[src/core/tafr_pkg.sv]
// constants of the three-axis field readout register block
// assumes a 10 MHz system clock; all timing counts but TEMP_LP_CYCLES derive from it
package tafr_pkg;

	// ==========================================================
	// register offsets, as register pointer values
	localparam logic [7:0] REG_CTRL = 8'h27;
	localparam logic [7:0] REG_UPPER = 8'h28;
	localparam logic [7:0] REG_LOWER = 8'h29;

	// ==========================================================
	// field positions
	localparam int CTRL_STATE_LSB = 0;
	localparam int CTRL_LOOP_LSB = 2;
	localparam int CTRL_INACT_LSB = 4;
	localparam logic [31:0] CTRL_RESET = 32'h0000_0000;
	localparam int UP_X_LSB = 24;
	localparam int UP_Y_LSB = 16;
	localparam int UP_Z_LSB = 8;
	localparam int UP_NEW_BIT = 7;
	localparam int UP_INT_BIT = 6;
	localparam int TEMP_LSB = 0;
	localparam int LO_NVBUSY_BIT = 20;
	localparam int LO_X_LSB = 16;
	localparam int LO_Y_LSB = 12;
	localparam int LO_Z_LSB = 8;
	localparam int LO_HALL_LSB = 6;

	// ==========================================================
	// encodings
	typedef enum logic [1:0] {
		OP_ACTIVE = 2'b00,
		OP_SLEEP = 2'b01,
		OP_LOWPWR = 2'b10
	} tafr_opmode_t;

	typedef enum logic [1:0] {
		LOOP_SINGLE = 2'b00,
		LOOP_FAST = 2'b01,
		LOOP_FULL = 2'b10
	} tafr_loop_t;

	// ==========================================================
	// timing
	localparam longint CLK_HZ = 10_000_000;
	localparam longint CLK_PER_US = CLK_HZ / 1_000_000;
	localparam longint POWER_ON_DELAY_TIME_US = 1000;
	localparam longint TEMP_PERIOD_US = 8000;
	localparam logic [31:0] POD_CYC = 32'(POWER_ON_DELAY_TIME_US * CLK_PER_US);
	localparam logic [31:0] TEMP_CYC = 32'(TEMP_PERIOD_US * CLK_PER_US);
	localparam logic [3:0] TEMP_LP_CYCLES = 4'ha;
	localparam longint INACT_US [8] = '{500, 1000, 5000, 10000, 50000, 100000, 500000, 1000000};
	localparam logic [31:0] INACT_CYC [8] = '{
		32'(INACT_US[0] * CLK_PER_US), 32'(INACT_US[1] * CLK_PER_US),
		32'(INACT_US[2] * CLK_PER_US), 32'(INACT_US[3] * CLK_PER_US),
		32'(INACT_US[4] * CLK_PER_US), 32'(INACT_US[5] * CLK_PER_US),
		32'(INACT_US[6] * CLK_PER_US), 32'(INACT_US[7] * CLK_PER_US)};

endpackage

[src/core/tafr_regs.sv]
// readout and power-state registers of a three-axis field sensor, reached over i2c
// assumes: the measurement front end and interrupt comparator run on sys_clk;
// scl and sda arrive from pins and are synchronised here
//
// Function
// - primary registers always readable
// - writes need access mode, except state
// - bits 6:4 select inactive duration
// - bits 3:2 select readback loop style
// - bits 1:0: active, sleep, low power
// - upper word: xyz msbs, temperature msbs
// - new-data set on update, cleared on upper-word read
// - interrupt flag, latched until write one
// - bit 20 shows nonvolatile write busy
// - lower word: xyz lsbs, temperature lsbs
// - bits 7:6 report element combination
// - eight-byte read returns one sample
// - temperature signed, zero at 25 C
// - temperature valid, refreshed every 8 ms
// - low power: temperature every 10 cycles
// - sleep answers i2c, freezes data
// - leaving sleep waits power-on delay
// - low power alternates measure and idle
// - inactive codes 0.5 ms to 1000 ms
// - latch enable holds interrupt asserted
`timescale 1ns/1ns

module tafr_regs #(
	parameter logic [6:0] DEV_ADDR = 7'h60,
	parameter logic [31:0] POD_CYC = tafr_pkg::POD_CYC,
	parameter logic [31:0] TEMP_CYC = tafr_pkg::TEMP_CYC,
	parameter logic [31:0] INACT_CYC [8] = tafr_pkg::INACT_CYC
) (
	input wire logic sys_clk,
	input wire logic arst_n,
	input wire logic scl_in,
	input wire logic sda_in,
	output logic sda_out,
	output logic sda_oe,
	input wire logic cust_access_en,
	input wire logic int_latch_en,
	input wire logic int_nv_en,
	input wire logic nv_write_busy,
	input wire logic thresh_hit,
	input wire logic sample_valid,
	input wire logic [11:0] sample_x,
	input wire logic [11:0] sample_y,
	input wire logic [11:0] sample_z,
	input wire logic [1:0] sample_hall,
	input wire logic [11:0] sample_temp,
	output logic meas_en,
	output logic temp_conv_req,
	output logic int_out_n
);

	typedef enum logic [2:0] {
		I2_IDLE = 3'b000,
		I2_DEV = 3'b001,
		I2_PTR = 3'b010,
		I2_WR = 3'b011,
		I2_RD = 3'b100,
		I2_ACK = 3'b101,
		I2_MACK = 3'b110
	} tafr_i2c_st_t;

	typedef enum logic [2:0] {
		PW_WAKE = 3'b000,
		PW_ACTIVE = 3'b001,
		PW_SLEEP = 3'b010,
		PW_LP_ACT = 3'b011,
		PW_LP_IDLE = 3'b100
	} tafr_pwr_st_t;

	// ==========================================================
	// pin synchronisers and bus conditions
	logic scl_m_q, scl_s_q, scl_p_q;
	logic sda_m_q, sda_s_q, sda_p_q;
	logic start_c, stop_c, rise_c, fall_c;

	always_ff @(posedge sys_clk or negedge arst_n)
	begin
		if (!arst_n)
		begin
			scl_m_q <= 1'b1;
			scl_s_q <= 1'b1;
			scl_p_q <= 1'b1;
			sda_m_q <= 1'b1;
			sda_s_q <= 1'b1;
			sda_p_q <= 1'b1;
		end
		else
		begin
			scl_m_q <= scl_in;
			scl_s_q <= scl_m_q;
			scl_p_q <= scl_s_q;
			sda_m_q <= sda_in;
			sda_s_q <= sda_m_q;
			sda_p_q <= sda_s_q;
		end
	end

	assign start_c = scl_s_q & scl_p_q & sda_p_q & ~sda_s_q;
	assign stop_c = scl_s_q & scl_p_q & ~sda_p_q & sda_s_q;
	assign rise_c = scl_s_q & ~scl_p_q;
	assign fall_c = ~scl_s_q & scl_p_q;

	// ==========================================================
	// i2c target state machine
	tafr_i2c_st_t st_q;
	logic [3:0] bitcnt_q;
	logic [7:0] shreg_q;
	logic rw_q, got_ptr_q;
	logic [7:0] ptr_q;
	logic [1:0] byte_idx_q;
	logic [23:0] wbuf_q;
	logic chain_q;
	logic byte_done, load_byte, wr_commit, snap_now;
	logic [31:0] wdata;
	logic [7:0] rd_byte;
	logic [31:0] rd_word;
	logic [7:0] next_ptr;

	assign byte_done = fall_c & (bitcnt_q == 4'h8);
	assign load_byte = fall_c & ((st_q == I2_ACK & rw_q) | st_q == I2_MACK) & ~(start_c | stop_c);
	assign wr_commit = byte_done & (st_q == I2_WR) & (byte_idx_q == 2'h3) & ~(start_c | stop_c);
	assign wdata = {wbuf_q, shreg_q};

	always_ff @(posedge sys_clk or negedge arst_n)
	begin
		if (!arst_n)
		begin
			st_q <= I2_IDLE;
			bitcnt_q <= 4'h0;
			shreg_q <= 8'h00;
			rw_q <= 1'b0;
			got_ptr_q <= 1'b0;
			sda_oe <= 1'b0;
		end
		else if (start_c)
		begin
			st_q <= I2_DEV;
			bitcnt_q <= 4'h0;
			got_ptr_q <= 1'b0;
			sda_oe <= 1'b0;
		end
		else if (stop_c)
		begin
			st_q <= I2_IDLE;
			sda_oe <= 1'b0;
		end
		else
		begin
			case (st_q)
				I2_DEV, I2_PTR, I2_WR:
				begin
					if (rise_c)
					begin
						shreg_q <= {shreg_q[6:0], sda_s_q};
						bitcnt_q <= bitcnt_q + 4'h1;
					end
					else if (byte_done)
					begin
						bitcnt_q <= 4'h0;
						if (st_q == I2_DEV && shreg_q[7:1] != DEV_ADDR)
							st_q <= I2_IDLE;
						else
						begin
							sda_oe <= 1'b1;
							st_q <= I2_ACK;
							if (st_q == I2_DEV)
								rw_q <= shreg_q[0];
							if (st_q == I2_PTR)
								got_ptr_q <= 1'b1;
						end
					end
				end
				I2_ACK, I2_MACK:
				begin
					if (st_q == I2_MACK && rise_c && sda_s_q)
						st_q <= I2_IDLE;
					else if (load_byte)
					begin
						shreg_q <= rd_byte;
						sda_oe <= ~rd_byte[7];
						bitcnt_q <= 4'h0;
						st_q <= I2_RD;
					end
					else if (fall_c)
					begin
						sda_oe <= 1'b0;
						st_q <= got_ptr_q ? I2_WR : I2_PTR;
					end
				end
				I2_RD:
				begin
					if (rise_c)
						bitcnt_q <= bitcnt_q + 4'h1;
					else if (byte_done)
					begin
						sda_oe <= 1'b0;
						st_q <= I2_MACK;
					end
					else if (fall_c)
					begin
						sda_oe <= ~shreg_q[6];
						shreg_q <= {shreg_q[6:0], 1'b0};
					end
				end
				default:
					st_q <= I2_IDLE;
			endcase
		end
	end

	// open drain: the data level is always low, only the enable moves
	always_ff @(posedge sys_clk or negedge arst_n)
	begin
		if (!arst_n)
			sda_out <= 1'b0;
		else
			sda_out <= 1'b0;
	end

	// ==========================================================
	// register pointer and byte position
	tafr_pkg::tafr_loop_t loop_q;

	always_comb
	begin
		next_ptr = ptr_q + 8'h01;
		if (ptr_q == tafr_pkg::REG_LOWER && loop_q == tafr_pkg::LOOP_FAST)
			next_ptr = tafr_pkg::REG_UPPER;
		else if (ptr_q == tafr_pkg::REG_LOWER && loop_q == tafr_pkg::LOOP_FULL)
			next_ptr = tafr_pkg::REG_CTRL;
	end

	always_ff @(posedge sys_clk or negedge arst_n)
	begin
		if (!arst_n)
		begin
			ptr_q <= tafr_pkg::REG_UPPER;
			byte_idx_q <= 2'h0;
			wbuf_q <= 24'h00_0000;
			chain_q <= 1'b0;
		end
		else if (start_c)
			chain_q <= 1'b0;
		else if (byte_done && st_q == I2_PTR)
		begin
			ptr_q <= shreg_q;
			byte_idx_q <= 2'h0;
		end
		else if (byte_done && (st_q == I2_WR || st_q == I2_RD))
		begin
			byte_idx_q <= byte_idx_q + 2'h1;
			if (st_q == I2_WR)
				wbuf_q <= {wbuf_q[15:0], shreg_q};
			if (byte_idx_q == 2'h3)
			begin
				ptr_q <= next_ptr;
				chain_q <= (st_q == I2_RD) && (ptr_q == tafr_pkg::REG_UPPER);
			end
		end
	end

	// ==========================================================
	// control register
	tafr_pkg::tafr_opmode_t opmode_q;
	logic [2:0] inact_q;

	always_ff @(posedge sys_clk or negedge arst_n)
	begin
		if (!arst_n)
		begin
			opmode_q <= tafr_pkg::tafr_opmode_t'(tafr_pkg::CTRL_RESET[tafr_pkg::CTRL_STATE_LSB +: 2]);
			loop_q <= tafr_pkg::tafr_loop_t'(tafr_pkg::CTRL_RESET[tafr_pkg::CTRL_LOOP_LSB +: 2]);
			inact_q <= tafr_pkg::CTRL_RESET[tafr_pkg::CTRL_INACT_LSB +: 3];
		end
		else if (wr_commit && ptr_q == tafr_pkg::REG_CTRL)
		begin
			opmode_q <= tafr_pkg::tafr_opmode_t'(wdata[tafr_pkg::CTRL_STATE_LSB +: 2]);
			if (cust_access_en)
			begin
				loop_q <= tafr_pkg::tafr_loop_t'(wdata[tafr_pkg::CTRL_LOOP_LSB +: 2]);
				inact_q <= wdata[tafr_pkg::CTRL_INACT_LSB +: 3];
			end
		end
	end

	// ==========================================================
	// power state sequencing
	tafr_pwr_st_t pw_q;
	logic [31:0] tmr_q, temp_tmr_q;
	logic [3:0] lp_cnt_q;
	logic temp_due_q;
	logic accept;

	assign accept = sample_valid & meas_en;

	always_ff @(posedge sys_clk or negedge arst_n)
	begin
		if (!arst_n)
		begin
			pw_q <= PW_WAKE;
			tmr_q <= 32'h0000_0000;
			meas_en <= 1'b0;
		end
		else
		begin
			case (pw_q)
				PW_WAKE:
				begin
					meas_en <= 1'b0;
					if (tmr_q >= POD_CYC - 32'h1)
					begin
						tmr_q <= 32'h0000_0000;
						pw_q <= (opmode_q == tafr_pkg::OP_SLEEP) ? PW_SLEEP
							: (opmode_q == tafr_pkg::OP_LOWPWR) ? PW_LP_ACT : PW_ACTIVE;
						meas_en <= opmode_q != tafr_pkg::OP_SLEEP;
					end
					else
						tmr_q <= tmr_q + 32'h1;
				end
				PW_SLEEP:
				begin
					meas_en <= 1'b0;
					tmr_q <= 32'h0000_0000;
					if (opmode_q != tafr_pkg::OP_SLEEP)
						pw_q <= PW_WAKE;
				end
				PW_LP_IDLE:
				begin
					if (opmode_q != tafr_pkg::OP_LOWPWR)
					begin
						pw_q <= (opmode_q == tafr_pkg::OP_SLEEP) ? PW_SLEEP : PW_ACTIVE;
						meas_en <= opmode_q != tafr_pkg::OP_SLEEP;
					end
					else if (tmr_q >= INACT_CYC[inact_q] - 32'h1)
					begin
						pw_q <= PW_LP_ACT;
						meas_en <= 1'b1;
					end
					else
						tmr_q <= tmr_q + 32'h1;
				end
				default:
				begin
					// active and low-power measuring phase
					if (opmode_q == tafr_pkg::OP_SLEEP)
					begin
						pw_q <= PW_SLEEP;
						meas_en <= 1'b0;
					end
					else if (opmode_q == tafr_pkg::OP_LOWPWR && (pw_q == PW_ACTIVE || accept))
					begin
						pw_q <= accept ? PW_LP_IDLE : PW_LP_ACT;
						meas_en <= ~accept;
						tmr_q <= 32'h0000_0000;
					end
					else if (opmode_q != tafr_pkg::OP_LOWPWR)
					begin
						pw_q <= PW_ACTIVE;
						meas_en <= 1'b1;
					end
				end
			endcase
		end
	end

	// temperature conversion request: timed in active state, counted in low power
	always_ff @(posedge sys_clk or negedge arst_n)
	begin
		if (!arst_n)
		begin
			temp_tmr_q <= 32'h0000_0000;
			lp_cnt_q <= 4'h0;
			temp_due_q <= 1'b0;
		end
		else if (pw_q == PW_ACTIVE)
		begin
			if (temp_tmr_q >= TEMP_CYC - 32'h1)
			begin
				temp_tmr_q <= 32'h0000_0000;
				temp_due_q <= 1'b1;
			end
			else
			begin
				temp_tmr_q <= temp_tmr_q + 32'h1;
				if (accept)
					temp_due_q <= 1'b0;
			end
		end
		else if (pw_q == PW_LP_ACT && accept)
		begin
			if (lp_cnt_q >= tafr_pkg::TEMP_LP_CYCLES - 4'h1)
			begin
				lp_cnt_q <= 4'h0;
				temp_due_q <= 1'b1;
			end
			else
			begin
				lp_cnt_q <= lp_cnt_q + 4'h1;
				temp_due_q <= 1'b0;
			end
		end
		else if (pw_q == PW_WAKE)
			temp_tmr_q <= 32'h0000_0000;
	end

	always_ff @(posedge sys_clk or negedge arst_n)
	begin
		if (!arst_n)
			temp_conv_req <= 1'b0;
		else
			temp_conv_req <= temp_due_q;
	end

	// ==========================================================
	// measurement data and flags
	logic [11:0] x_q, y_q, z_q, temp_q;
	logic [1:0] hall_q;
	logic new_q, int_q, nv_busy_q;
	logic w1c_int;

	assign w1c_int = wr_commit & (ptr_q == tafr_pkg::REG_UPPER) & cust_access_en & wdata[tafr_pkg::UP_INT_BIT];

	always_ff @(posedge sys_clk or negedge arst_n)
	begin
		if (!arst_n)
		begin
			x_q <= 12'h000;
			y_q <= 12'h000;
			z_q <= 12'h000;
			hall_q <= 2'h0;
			temp_q <= 12'h000;
		end
		else if (accept)
		begin
			x_q <= sample_x;
			y_q <= sample_y;
			z_q <= sample_z;
			hall_q <= sample_hall;
			if (temp_conv_req)
				temp_q <= sample_temp;
		end
	end

	// a flag that is set and cleared in one cycle stays set
	always_ff @(posedge sys_clk or negedge arst_n)
	begin
		if (!arst_n)
		begin
			new_q <= 1'b0;
			int_q <= 1'b0;
			nv_busy_q <= 1'b0;
			int_out_n <= 1'b1;
		end
		else
		begin
			new_q <= accept | (new_q & ~(snap_now & ptr_q == tafr_pkg::REG_UPPER));
			if (int_latch_en)
				int_q <= thresh_hit | (int_q & ~w1c_int);
			else
				int_q <= thresh_hit;
			nv_busy_q <= int_nv_en & nv_write_busy;
			int_out_n <= ~int_q;
		end
	end

	// ==========================================================
	// read path with coherent snapshot
	logic [31:0] up_live, lo_live, up_snap_q, lo_snap_q;

	always_comb
	begin
		up_live = 32'h0000_0000;
		up_live[tafr_pkg::UP_X_LSB +: 8] = x_q[11:4];
		up_live[tafr_pkg::UP_Y_LSB +: 8] = y_q[11:4];
		up_live[tafr_pkg::UP_Z_LSB +: 8] = z_q[11:4];
		up_live[tafr_pkg::UP_NEW_BIT] = new_q;
		up_live[tafr_pkg::UP_INT_BIT] = int_q;
		up_live[tafr_pkg::TEMP_LSB +: 6] = temp_q[11:6];
		lo_live = 32'h0000_0000;
		lo_live[tafr_pkg::LO_NVBUSY_BIT] = nv_busy_q;
		lo_live[tafr_pkg::LO_X_LSB +: 4] = x_q[3:0];
		lo_live[tafr_pkg::LO_Y_LSB +: 4] = y_q[3:0];
		lo_live[tafr_pkg::LO_Z_LSB +: 4] = z_q[3:0];
		lo_live[tafr_pkg::LO_HALL_LSB +: 2] = hall_q;
		lo_live[tafr_pkg::TEMP_LSB +: 6] = temp_q[5:0];
	end

	// both words are caught when the first byte of the pair is loaded
	assign snap_now = load_byte & (byte_idx_q == 2'h0)
		& (ptr_q == tafr_pkg::REG_UPPER | (ptr_q == tafr_pkg::REG_LOWER & ~chain_q));

	always_ff @(posedge sys_clk or negedge arst_n)
	begin
		if (!arst_n)
		begin
			up_snap_q <= 32'h0000_0000;
			lo_snap_q <= 32'h0000_0000;
		end
		else if (snap_now)
		begin
			up_snap_q <= up_live;
			lo_snap_q <= lo_live;
		end
	end

	always_comb
	begin
		rd_word = 32'h0000_0000;
		if (ptr_q == tafr_pkg::REG_CTRL)
			rd_word = {25'h0, inact_q, loop_q, opmode_q};
		else if (ptr_q == tafr_pkg::REG_UPPER)
			rd_word = snap_now ? up_live : up_snap_q;
		else if (ptr_q == tafr_pkg::REG_LOWER)
			rd_word = snap_now ? lo_live : lo_snap_q;
		rd_byte = rd_word[8'(31 - 8 * int'(byte_idx_q)) -: 8];
	end

endmodule // tafr_regs

[config.mk]
export PLATFORM = sky130hd
export DESIGN_NAME = tafr_regs
export DESIGN_NICKNAME = d
export VERILOG_FILES = /design/src/core/tafr_pkg.sv /design/src/core/tafr_regs.sv
export SDC_FILE = /design/constraint.sdc
export NUM_CORES = 1
export LEC_CHECK = 0
export BUFFER_PORTS_ARGS = -buffer_cell sky130_fd_sc_hd__buf_4
export CORE_MARGIN = 2
export CORE_UTILIZATION = 45
export DETAILED_ROUTE_END_ITERATION = 8
export MAX_ROUTING_LAYER = met4
export SYNTH_ARGS = -nofsm -noshare
export SYNTH_HDL_FRONTEND = slang
export SYNTH_SLANG_ARGS = --single-unit
[constraint.sdc]
create_clock -name sys_clk -period 6.78 [get_ports sys_clk]
set_clock_uncertainty 0.05 [all_clocks]
set_input_delay 1.356 -clock sys_clk [delete_from_list [all_inputs] [get_ports sys_clk]]
set_output_delay 1.356 -clock sys_clk [all_outputs]
set_load 0.05 [all_outputs]
; ---- Word-level counts from Yosys, hierarchy flattened
; Memory sizes are Yosys's and may differ from the RTL's.
; Index checks and enable logic that the tools add are counted.
[word_totals]
regBits = 234
romBits = 256
in_bits = 60
out_inout_bits = 5
elab_cells = 300
mem_count = 1
[classes]
add_sub_neg = 8
magnitude_cmp = 5
eq_ne = 53
shift = 1
muxes = 100
bitwise = 48
reduce_logical = 48
[memory_table]
columns = name, words, width, read_ports, rd_clocked_by_memory_dff, wr, line_no
row1 = (name not given), 8, 32, 1, 0, 0, tafr_regs.sv:338  ; else if (tmr_q >= INACT_CYC[inact_q] - 32'h1)
[ops]
columns = op, count
row1 = $mux W32, 16
row2 = $pmux W32 S3, 1
row3 = $mux W8, 11
row4 = $add A32 B1 Y32 const B, 2
row5 = $mux W3, 18
row6 = $shiftx A39 B6 Y8, 1
row7 = $mux W1, 35
row8 = $ge A32 B14 Y1 const B, 1
row9 = $ge A32 B17 Y1 const B, 1
row10 = $ge A32 B32 Y1, 1
row11 = $mux W4, 8
row12 = $ne A2 B2 Y1 const B, 16
row13 = $sub A32 B1 Y32 const B, 1
row14 = $ne A4 B4 Y1 const B, 7
row15 = $and A1 B1 Y1, 25
row16 = $eq A8 B6 Y1 const B, 3
row17 = $pmux W8 S3, 1
row18 = $pmux W3 S3, 2
row19 = $reduce_bool A2 Y1, 9
row20 = $not A1 Y1, 17
row21 = $reduce_and A2 Y1, 7
row22 = $eq A3 B2 Y1 const B, 4
row23 = $eq A3 B3 Y1 const B, 4
row24 = $ne A3 B3 Y1 const B, 4
row25 = 37 further kinds, 68

; ---- Depth between registers and ports, before layout
; Gate-level depths: netlist (run 1).
[logic_depth]
word_depth = 19
ltp_mapped = 20
mapped_depth_nobuf = 17

; ---- Worst setup path after synthesis (run 1)
; OpenSTA, ideal clock, no wires.
[synth_path]
kind = register -> register
start = register inact_q[1]
end = register tmr_q[16]
setup_ns = 0.139
arrival_time_ns = 3.560
t_required_ns = 6.591
path_slack_ns = 3.031
path_stages_with_launch = 21
path_buffers = 3
period_less_slack_ns = 3.749
cell_sequence = dfrtp_1 > clkbuf_1 > inv_1 > ha_1 > clkbuf_1 > nand2b_1 > ha_1 > inv_1 > a21o_1 > nor3_1 > o21ai_0 > o31ai_1 > ha_1 > nand4_1 > o211ai_1 > o211ai_1 > o211ai_1 > a21oi_1 > o21ai_0 > clkbuf_1 > o211ai_1
[synth_between]
elab_chain_cells = 8
[synth_lines]
columns = item, line_no
row1 = start: declaration, tafr_regs.sv:269  ; logic [2:0] inact_q;
row2 = start signal: assignment, tafr_regs.sv:277  ; inact_q <= tafr_pkg::CTRL_RESET[tafr_pkg::CTRL_INACT_LSB +: 3];
row3 = start signal: assignment, tafr_regs.sv:285  ; inact_q <= wdata[tafr_pkg::CTRL_INACT_LSB +: 3];
row4 = $not A3 Y4 (implied by the code), tafr_regs.sv:338
row5 = $mem_v2 Z8 W32, --
row6 = $mux W32 (implied by the code) (2 in a row), tafr_regs.sv:338
row7 = $sub A32 B1 Y32, tafr_regs.sv:338
row8 = $ge A32 B32 Y1, tafr_regs.sv:338
row9 = $ne A2 B2 Y1 (no line), --
row10 = $reduce_and A4 Y1 (no line), --
row11 = end signal: assignment, tafr_regs.sv:322  ; tmr_q <= tmr_q + 32'h1;
row12 = end signal: assignment, tafr_regs.sv:344  ; tmr_q <= tmr_q + 32'h1;
row13 = end: declaration, tafr_regs.sv:293  ; logic [31:0] tmr_q, temp_tmr_q;
; Every way passes these cells. The select of a mux whose other input is x is not followed.
; A chain may end at the register's enable or synchronous reset.

; ---- Final worst setup path (run 1)
[layout_path]
start = register inact_q[1]
end = register tmr_q[17]
; Same word-level chain as after synthesis.

==> flow_summary_export.csv, run 1 <==
group,metric,value,unit
route,drc,0,
timing,drv_slew,0,
global_routing,antenna_found_initial,0,
cells_and_area,layout-drive-gt1-share,14.4,%
synthesis,ys_seq_elements,234,
min_path,min_from,"scl_m_q",
run,maxCapViolCount,0,
setup_path,worst-setup-path-type,"reg -> reg",
setup_path,arrival,4.55,ns
place,placed_area,0.0131,mm²
floorplan,pin_count,65,
cells_and_area,final_area,0.0140,mm²
synthesis,syn_avg_cell_area,9.36,µm²
floorplan,start_util,45.9,%
synthesis,synth.top_cells.by_count,"nand2_1 (297), dfrtp_1 (225), o21ai_0 (94)",
cells_and_area,nets,1468,
setup_path,regToRegStartpoint,"inact_q[1]",
route,drt_first_iter_violations,679,
synthesis,synth.area.top_cells,"dfrtp_1 (45%), nand2_1 (9.0%), ha_1 (4.3%)",
synthesis,synth-main-ff-cell,"dfrtp_1",
pwr,p_leak,0.00652,µW
floorplan,die_area,0.0289,mm²
synthesis,synth_cells,1324,
route,vias_per_cell,5.73,
clocking,cts_tree,"done",
floorplan,die-height,170,µm
synthesis,synth_area,0.0124,mm²
setup_path,critical_path.top_delay_family,"compound AO/OA/AOI/OAI gates",
synthesis,yosysUniqueCellTypes,92,
cells_and_area,nFillCells,2528,
floorplan,core,0.0270,mm²
setup_path,path_max_fanout,23,
route,drt_pass1_iterations,5,
cells_and_area,synthToLayoutAreaGrowth,13.3,%
setup_path,critPathRequiredTime,7.11,ns
global_routing,overflow,0,
clocking,clockRootBuffer,"clkbuf_16",
timing,fin_crit_sh,62.4,%
setup_path,worst_path_max_delay_cell,"o21ai_2",
setup_path,crit_chain,"inv_1 > ha_1 > nand2b_1 > ha_1 > inv_1 > a21o_1 > nor3_1 > o21ai_0 > o31ai_1 > ha_1 > nand4_1 > o211ai_1 > o211ai_1 > o211ai_1 > a21oi_1 > o21ai_2 > o21ai_0",
setup_path,worst-path-buf-inv,2,
cells_and_area,antenna_cells,0,
synthesis,synth_edf_count,0,
setup_path,path_depth,17,
outcome,outcome,"finished, final reports clean",
floorplan,die_x,170,µm
setup_path,r2r_cells,17,
place,place_hpwl,20100,µm
global_routing,grt_pass1_vias,9338,
timing,fin_crit,4.23,ns
pwr,vdd_drop_max,244,µV
min_path,hp-class,"reg -> reg",
place,portBuffers,63,
timing,setup_tns,0,ns
clocking,numCtsBuffers,26,
synthesis,yosys_warnings,0,
route,via_count,9882,
clocking,post_cts_buffers,0,
setup_path,startpoint_type,"flip-flop",
clocking,clk_pin_slew,0.06,ns
timing,worst_slew_pin_slew,1.06,ns
clocking,cts_hold_buf,0,
timing,final-setup-viol-count,0,
setup_path,max_stage_delay,0.82,ns
timing,rsz0062_at_grt,"no",
timing,max_slew_margin,29.6,%
timing,final_hold_viol_count,0,
clocking,htree_num_levels,1,
floorplan,num_rows,60,
clocking,cts_resized,0,
synthesis,syn_nets,1427,
setup_path,end_kind,"flip-flop",
global_routing,grt_max_degree,164,
synthesis,yosysSeqAreaShare,47.3,%
synthesis,synth_area_leader_cell,"dfrtp_1",
route,wl_per_cell,17.3,µm
global_routing,grt_pass1_wl,50100,µm
pwr,power.density,255,mW/mm²
timing,max_freq,0.237,GHz
clocking,insertion_delay,0.55,ns
synthesis,yosys.cell_count.top_type,"nand2_1",
route,routed_wl,29900,µm
setup_path,r2r_setup_slack,2.55,ns
synthesis,synth_top_area_share,45.4,%
cells_and_area,fin_util,52.0,%
cells_and_area,seq_area,0.00587,mm²
route,ant_nets,0,
place,gp_congestion,0.857,
global_routing,track_usage,22.0,%
clocking,cts_max_path_buffers,3,
min_path,whs_path_depth,0,
min_path,min_to,"scl_s_q",
setup_path,r2r-end,"tmr_q[17]",
synthesis,async_flop_share,100,%
clocking,cts_num_sinks,234,
cells_and_area,multi_input_area,0.00614,mm²
## through the flow
stage	power [µW]	setup slack, ns	hold slack, ns	cells
2_1_floorplan	1920	3.03	0.295	1324
3_3_place_gp	2110	2.69	0.296	1678
3_5_place_dp	2110	2.57	0.298	1678
4_1_cts	3620	2.56	0.317	1726
5_1_grt	3750	2.11	0.320	1726
6_report	3580	2.55	0.311	1726
## layer usage
| metal | global-route usage (%) | up-vias | part of all wire (%) | wire, µm |
|---|---|---|---|---|
| li1 | - | 4779 | - | - |
| met1 | 33.0 | 4845 | 50 | 14800 |
| met2 | 32.3 | 219 | 45 | 13400 |
| met3 | 2.28 | 39 | 3.5 | 1050 |
| met4 | 4.91 | 0 | 2.0 | 611 |
| met5 | - | - | 0 | 0 |
## cells in the final DEF (no fill, tap or decap), types with 7 or more instances in the layout
cell type / n
o211ai_1: 10
nor2b_1: 16
nor4_1: 14
clkbuf_8: 7
inv_1: 33
nand4_1: 19
a31oi_1: 17
dfstp_2: 9
clkbuf_16: 26
and2_1: 41
mux4_2: 7
ha_1: 43
o22ai_1: 7
a21oi_1: 50
nor3_1: 24
o21ai_0: 93
mux2i_1: 9
nand2_1: 297
nand3_1: 38
dfrtp_1: 225
nor2_1: 72
a211oi_1: 7
buf_4: 71
and3_1: 10
nand2b_1: 21
o31ai_1: 19
mux2_2: 44
## power by group
group | internal (µW) | switching [µW]
clock network | 901 | 589
registers | 1470 | 107
logic | 200 | 318
## logic make-up after synthesis
group           after synthesis  synth area share [%]
compound gates              291                  15.5
fa+ha+maj                    43                  4.34
xor+xnor                      5                 0.353
other cells                   1                0.0303
simple gates                591                  22.5
flops                       234                  47.3
mux                          64                  6.72
buf+inv                      95                  3.19
## worst max path at each step
stage | startpoint | end | slack [ns]
after global placement | inact_q[1] | tmr_q[10] | 2.69
after global routing | inact_q[1] | tmr_q[17] | 2.11
after CTS | inact_q[1] | tmr_q[17] | 2.56
after detailed placement | inact_q[1] | tmr_q[7] | 2.57
final | inact_q[1] | tmr_q[17] | 2.55
after floorplan | inact_q[1] | tmr_q[16] | 3.03
## registers in the layout, summed over array words and instances, names as in the netlist, 3 cells and up
name,cells
bitcnt_q,4
inact_q,3
lo_snap_q,32
lp_cnt_q,4
ptr_q,8
pw_q,3
shreg_q,8
st_q,3
temp_q,12
temp_tmr_q,32
tmr_q,32
up_snap_q,32
x_q,12
y_q,12
z_q,12
## final cells by class
type                    instances  share of cell area [%]
clock buffers                  39                    5.48
clock inverters                 9                    1.03
inverters                      35                   0.935
multi-input cells             995                    43.7
flip-flops and latches        234                    41.8
well taps                     341                    3.04
repair buffers                 73                    4.04
## worst register-to-register path, stage by stage, from the launching register on
cell	delay, ns
dfrtp_1	0.60
inv_1	0.15
ha_1	0.46
nand2b_1	0.12
ha_1	0.20
inv_1	0.09
a21o_1	0.13
nor3_1	0.04
o21ai_0	0.15
o31ai_1	0.10
ha_1	0.34
nand4_1	0.09
o211ai_1	0.10
o211ai_1	0.12
o211ai_1	0.15
a21oi_1	0.13
o21ai_2	0.82
o21ai_0	0.24
Power figures use the tool's default switching activity.
==> run 2, diff against run 1 <==
clock period = 3.9 ns   (was 6.78 ns; I/O delays follow)
==> run 2 against run 1 <==
Compared with the run above: non-clock buffer count increased by 20; final cell count up 1.3%; first-iteration DRC count increased by 23%; sequential power increased by 71%; total power grew 77%; largest power group unchanged; critical path depth is 5 lower; clock power grew 79%; sequential share of layout area is 0.66 points lower; critical endpoint is now tmr_q[24].
==> flow_summary_export.csv, run 2 (same netlist as run 1, synthesis figures left out) <==
group,metric,value,unit
route,drt_pass1_iterations,5,
timing,fin_crit_sh,89.8,%
timing,max_slew_margin,48.6,%
floorplan,num_rows,60,
route,drt_first_iter_violations,832,
cells_and_area,final_common_cell,"nand2_1",
clocking,htree_num_levels,1,
timing,max_freq,0.285,GHz
global_routing,grt_pass1_wl,50500,µm
setup_path,worst_path_most_repeated_cell,"a21o_1",
route,vias_per_cell,5.69,
pwr,vdd_drop_max,327,µV
place,gp_congestion,0.866,
timing,drv_slew,0,
setup_path,max_stage_delay,0.44,ns
timing,whs,0.165,ns
clocking,cts_hold_buf,0,
cells_and_area,antenna_cells,0,
setup_path,end_kind,"flip-flop",
global_routing,antenna_found_initial,0,
floorplan,die_area,0.0289,mm²
floorplan,core,0.0270,mm²
route,wl_per_cell,17.1,µm
place,portBuffers,63,
timing,setup_tns,0,ns
setup_path,worst-path-buf-inv,1,
route,routed_wl,29900,µm
floorplan,start_util,45.9,%
setup_path,arrival,3.93,ns
cells_and_area,nets,1490,
cells_and_area,layout-drive-gt1-share,15.8,%
route,drc,0,
timing,worst_slew_pin_slew,0.769,ns
route,via_count,9943,
timing,rsz0062_at_grt,"no",
global_routing,grt_pass1_vias,9632,
clocking,insertion_delay,0.58,ns
cells_and_area,seq_area,0.00587,mm²
setup_path,startpoint_type,"flip-flop",
floorplan,die-height,170,µm
cells_and_area,multi_input_area,0.00616,mm²
pwr,p_leak,0.00664,µW
setup_path,critPathRequiredTime,4.33,ns
floorplan,pin_count,65,
setup_path,critical_path.top_delay_family,"compound AO/OA/AOI/OAI gates",
timing,final_hold_viol_count,0,
setup_path,crit_chain,"buf_4 > ha_1 > nor4_1 > nand2_1 > ha_1 > a21o_1 > a21o_1 > a2111o_1 > a21o_1 > a31o_4 > nor3_1 > o22a_1",
cells_and_area,final_cell_mix,"nand2_1 (297), dfrtp_1 (224), o21ai_0 (93)",
global_routing,track_usage,22.1,%
cells_and_area,nFillCells,2476,
global_routing,overflow,0,
clocking,numCtsBuffers,28,
clocking,cts_tree,"done",
clocking,cts_max_path_buffers,3,
setup_path,path_max_fanout,33,
pwr,power.density,444,mW/mm²
setup_path,worst-setup-path-type,"reg -> reg",
clocking,clk_pin_slew,0.06,ns
clocking,cts_num_sinks,234,
timing,fin_crit,3.50,ns
timing,final-setup-viol-count,0,
floorplan,die_x,170,µm
cells_and_area,synthToLayoutAreaGrowth,15.2,%
setup_path,worst_path_max_delay_cell,"a2111o_1",
min_path,hp-class,"in -> async",
run,maxCapViolCount,0,
outcome,outcome,"finished, final reports clean",
global_routing,grt_max_degree,83,
clocking,clockRootBuffer,"clkbuf_16",
route,ant_nets,0,
place,place_hpwl,21000,µm
-- run 2: changes by cell type in the layout (fill, tap and decap cells not counted), moves of 2 or more --
cell,before,now
buf_4,71,90
clkbuf_8,7,9
clkbuf_16,26,28
clkinv_2,5,3
-- run 2: path summary, 6_finish.rpt --
path,start,to,slack (ns),cells past startpoint
max in group asynchronous,arst_n,sda_s_q,2.72,2
min reg2reg,sda_m_q,sda_s_q,0.31,0
max,inact_q[1],tmr_q[24],0.40,12
max reg2reg,inact_q[1],tmr_q[24],0.40,12
min in group sys_clk,scl_in,scl_m_q,0.26,1
min,arst_n,tmr_q[22],0.17,1
-- run 2: cell type report --
class / count / area share, %
Multi-Input combinational cell: 995 / 43.1
Tap cell: 341 / 2.99
Clock buffer: 43 / 5.93
Timing Repair Buffer: 93 / 5.12
Sequential cell: 234 / 41.1
Clock inverter: 7 / 0.815
Inverter: 35 / 0.920
-- run 2: through the flow --
step	power [µW]	utilization [%]	area, µm²	instances	setup WS [ns]
after detailed placement	3720	49.2	13300	1698	0.131
after floorplan	3340	-	12400	1324	0.151
after global placement	3710	49.2	13300	1698	0.280
after global routing	6650	52.8	14300	1748	0.0681
final	6340	52.8	14300	1748	0.397
after CTS	6410	52.7	14300	1748	0.115
-- run 2: worst register-to-register path, delay by kind of cell, from the launching register on --
kind | cells | cell delay, ns
and+or+nand+nor | 3 | 0.66
buffers and inverters | 1 | 0.18
AOI/OAI and AO/OA | 6 | 1.48
DFF | 1 | 0.41
adders and majority gates | 2 | 0.63
-- run 2: what timing repair did --
item                       CTS  global route
hold endpoints to repair     0             0
gates resized for setup      0             4
setup endpoints to repair    0            33
setup buffers                0             0
-- run 2: layer usage --
metal  vias up  wire length [µm]  GRT usage, %
met1      4842             14500          32.4
met2       223             13600          33.3
li1       4838                 -             -
met3        40              1290          2.49
met4         0               527          4.46
met5         -                 0             -
-- run 2: power by group --
group | internal, µW | switching, µW | total, µW
Sequential | 2550 | 127 | 2680
Clock | 1630 | 1030 | 2660
Combinational | 379 | 628 | 1010
Total | 4560 | 1780 | 6340
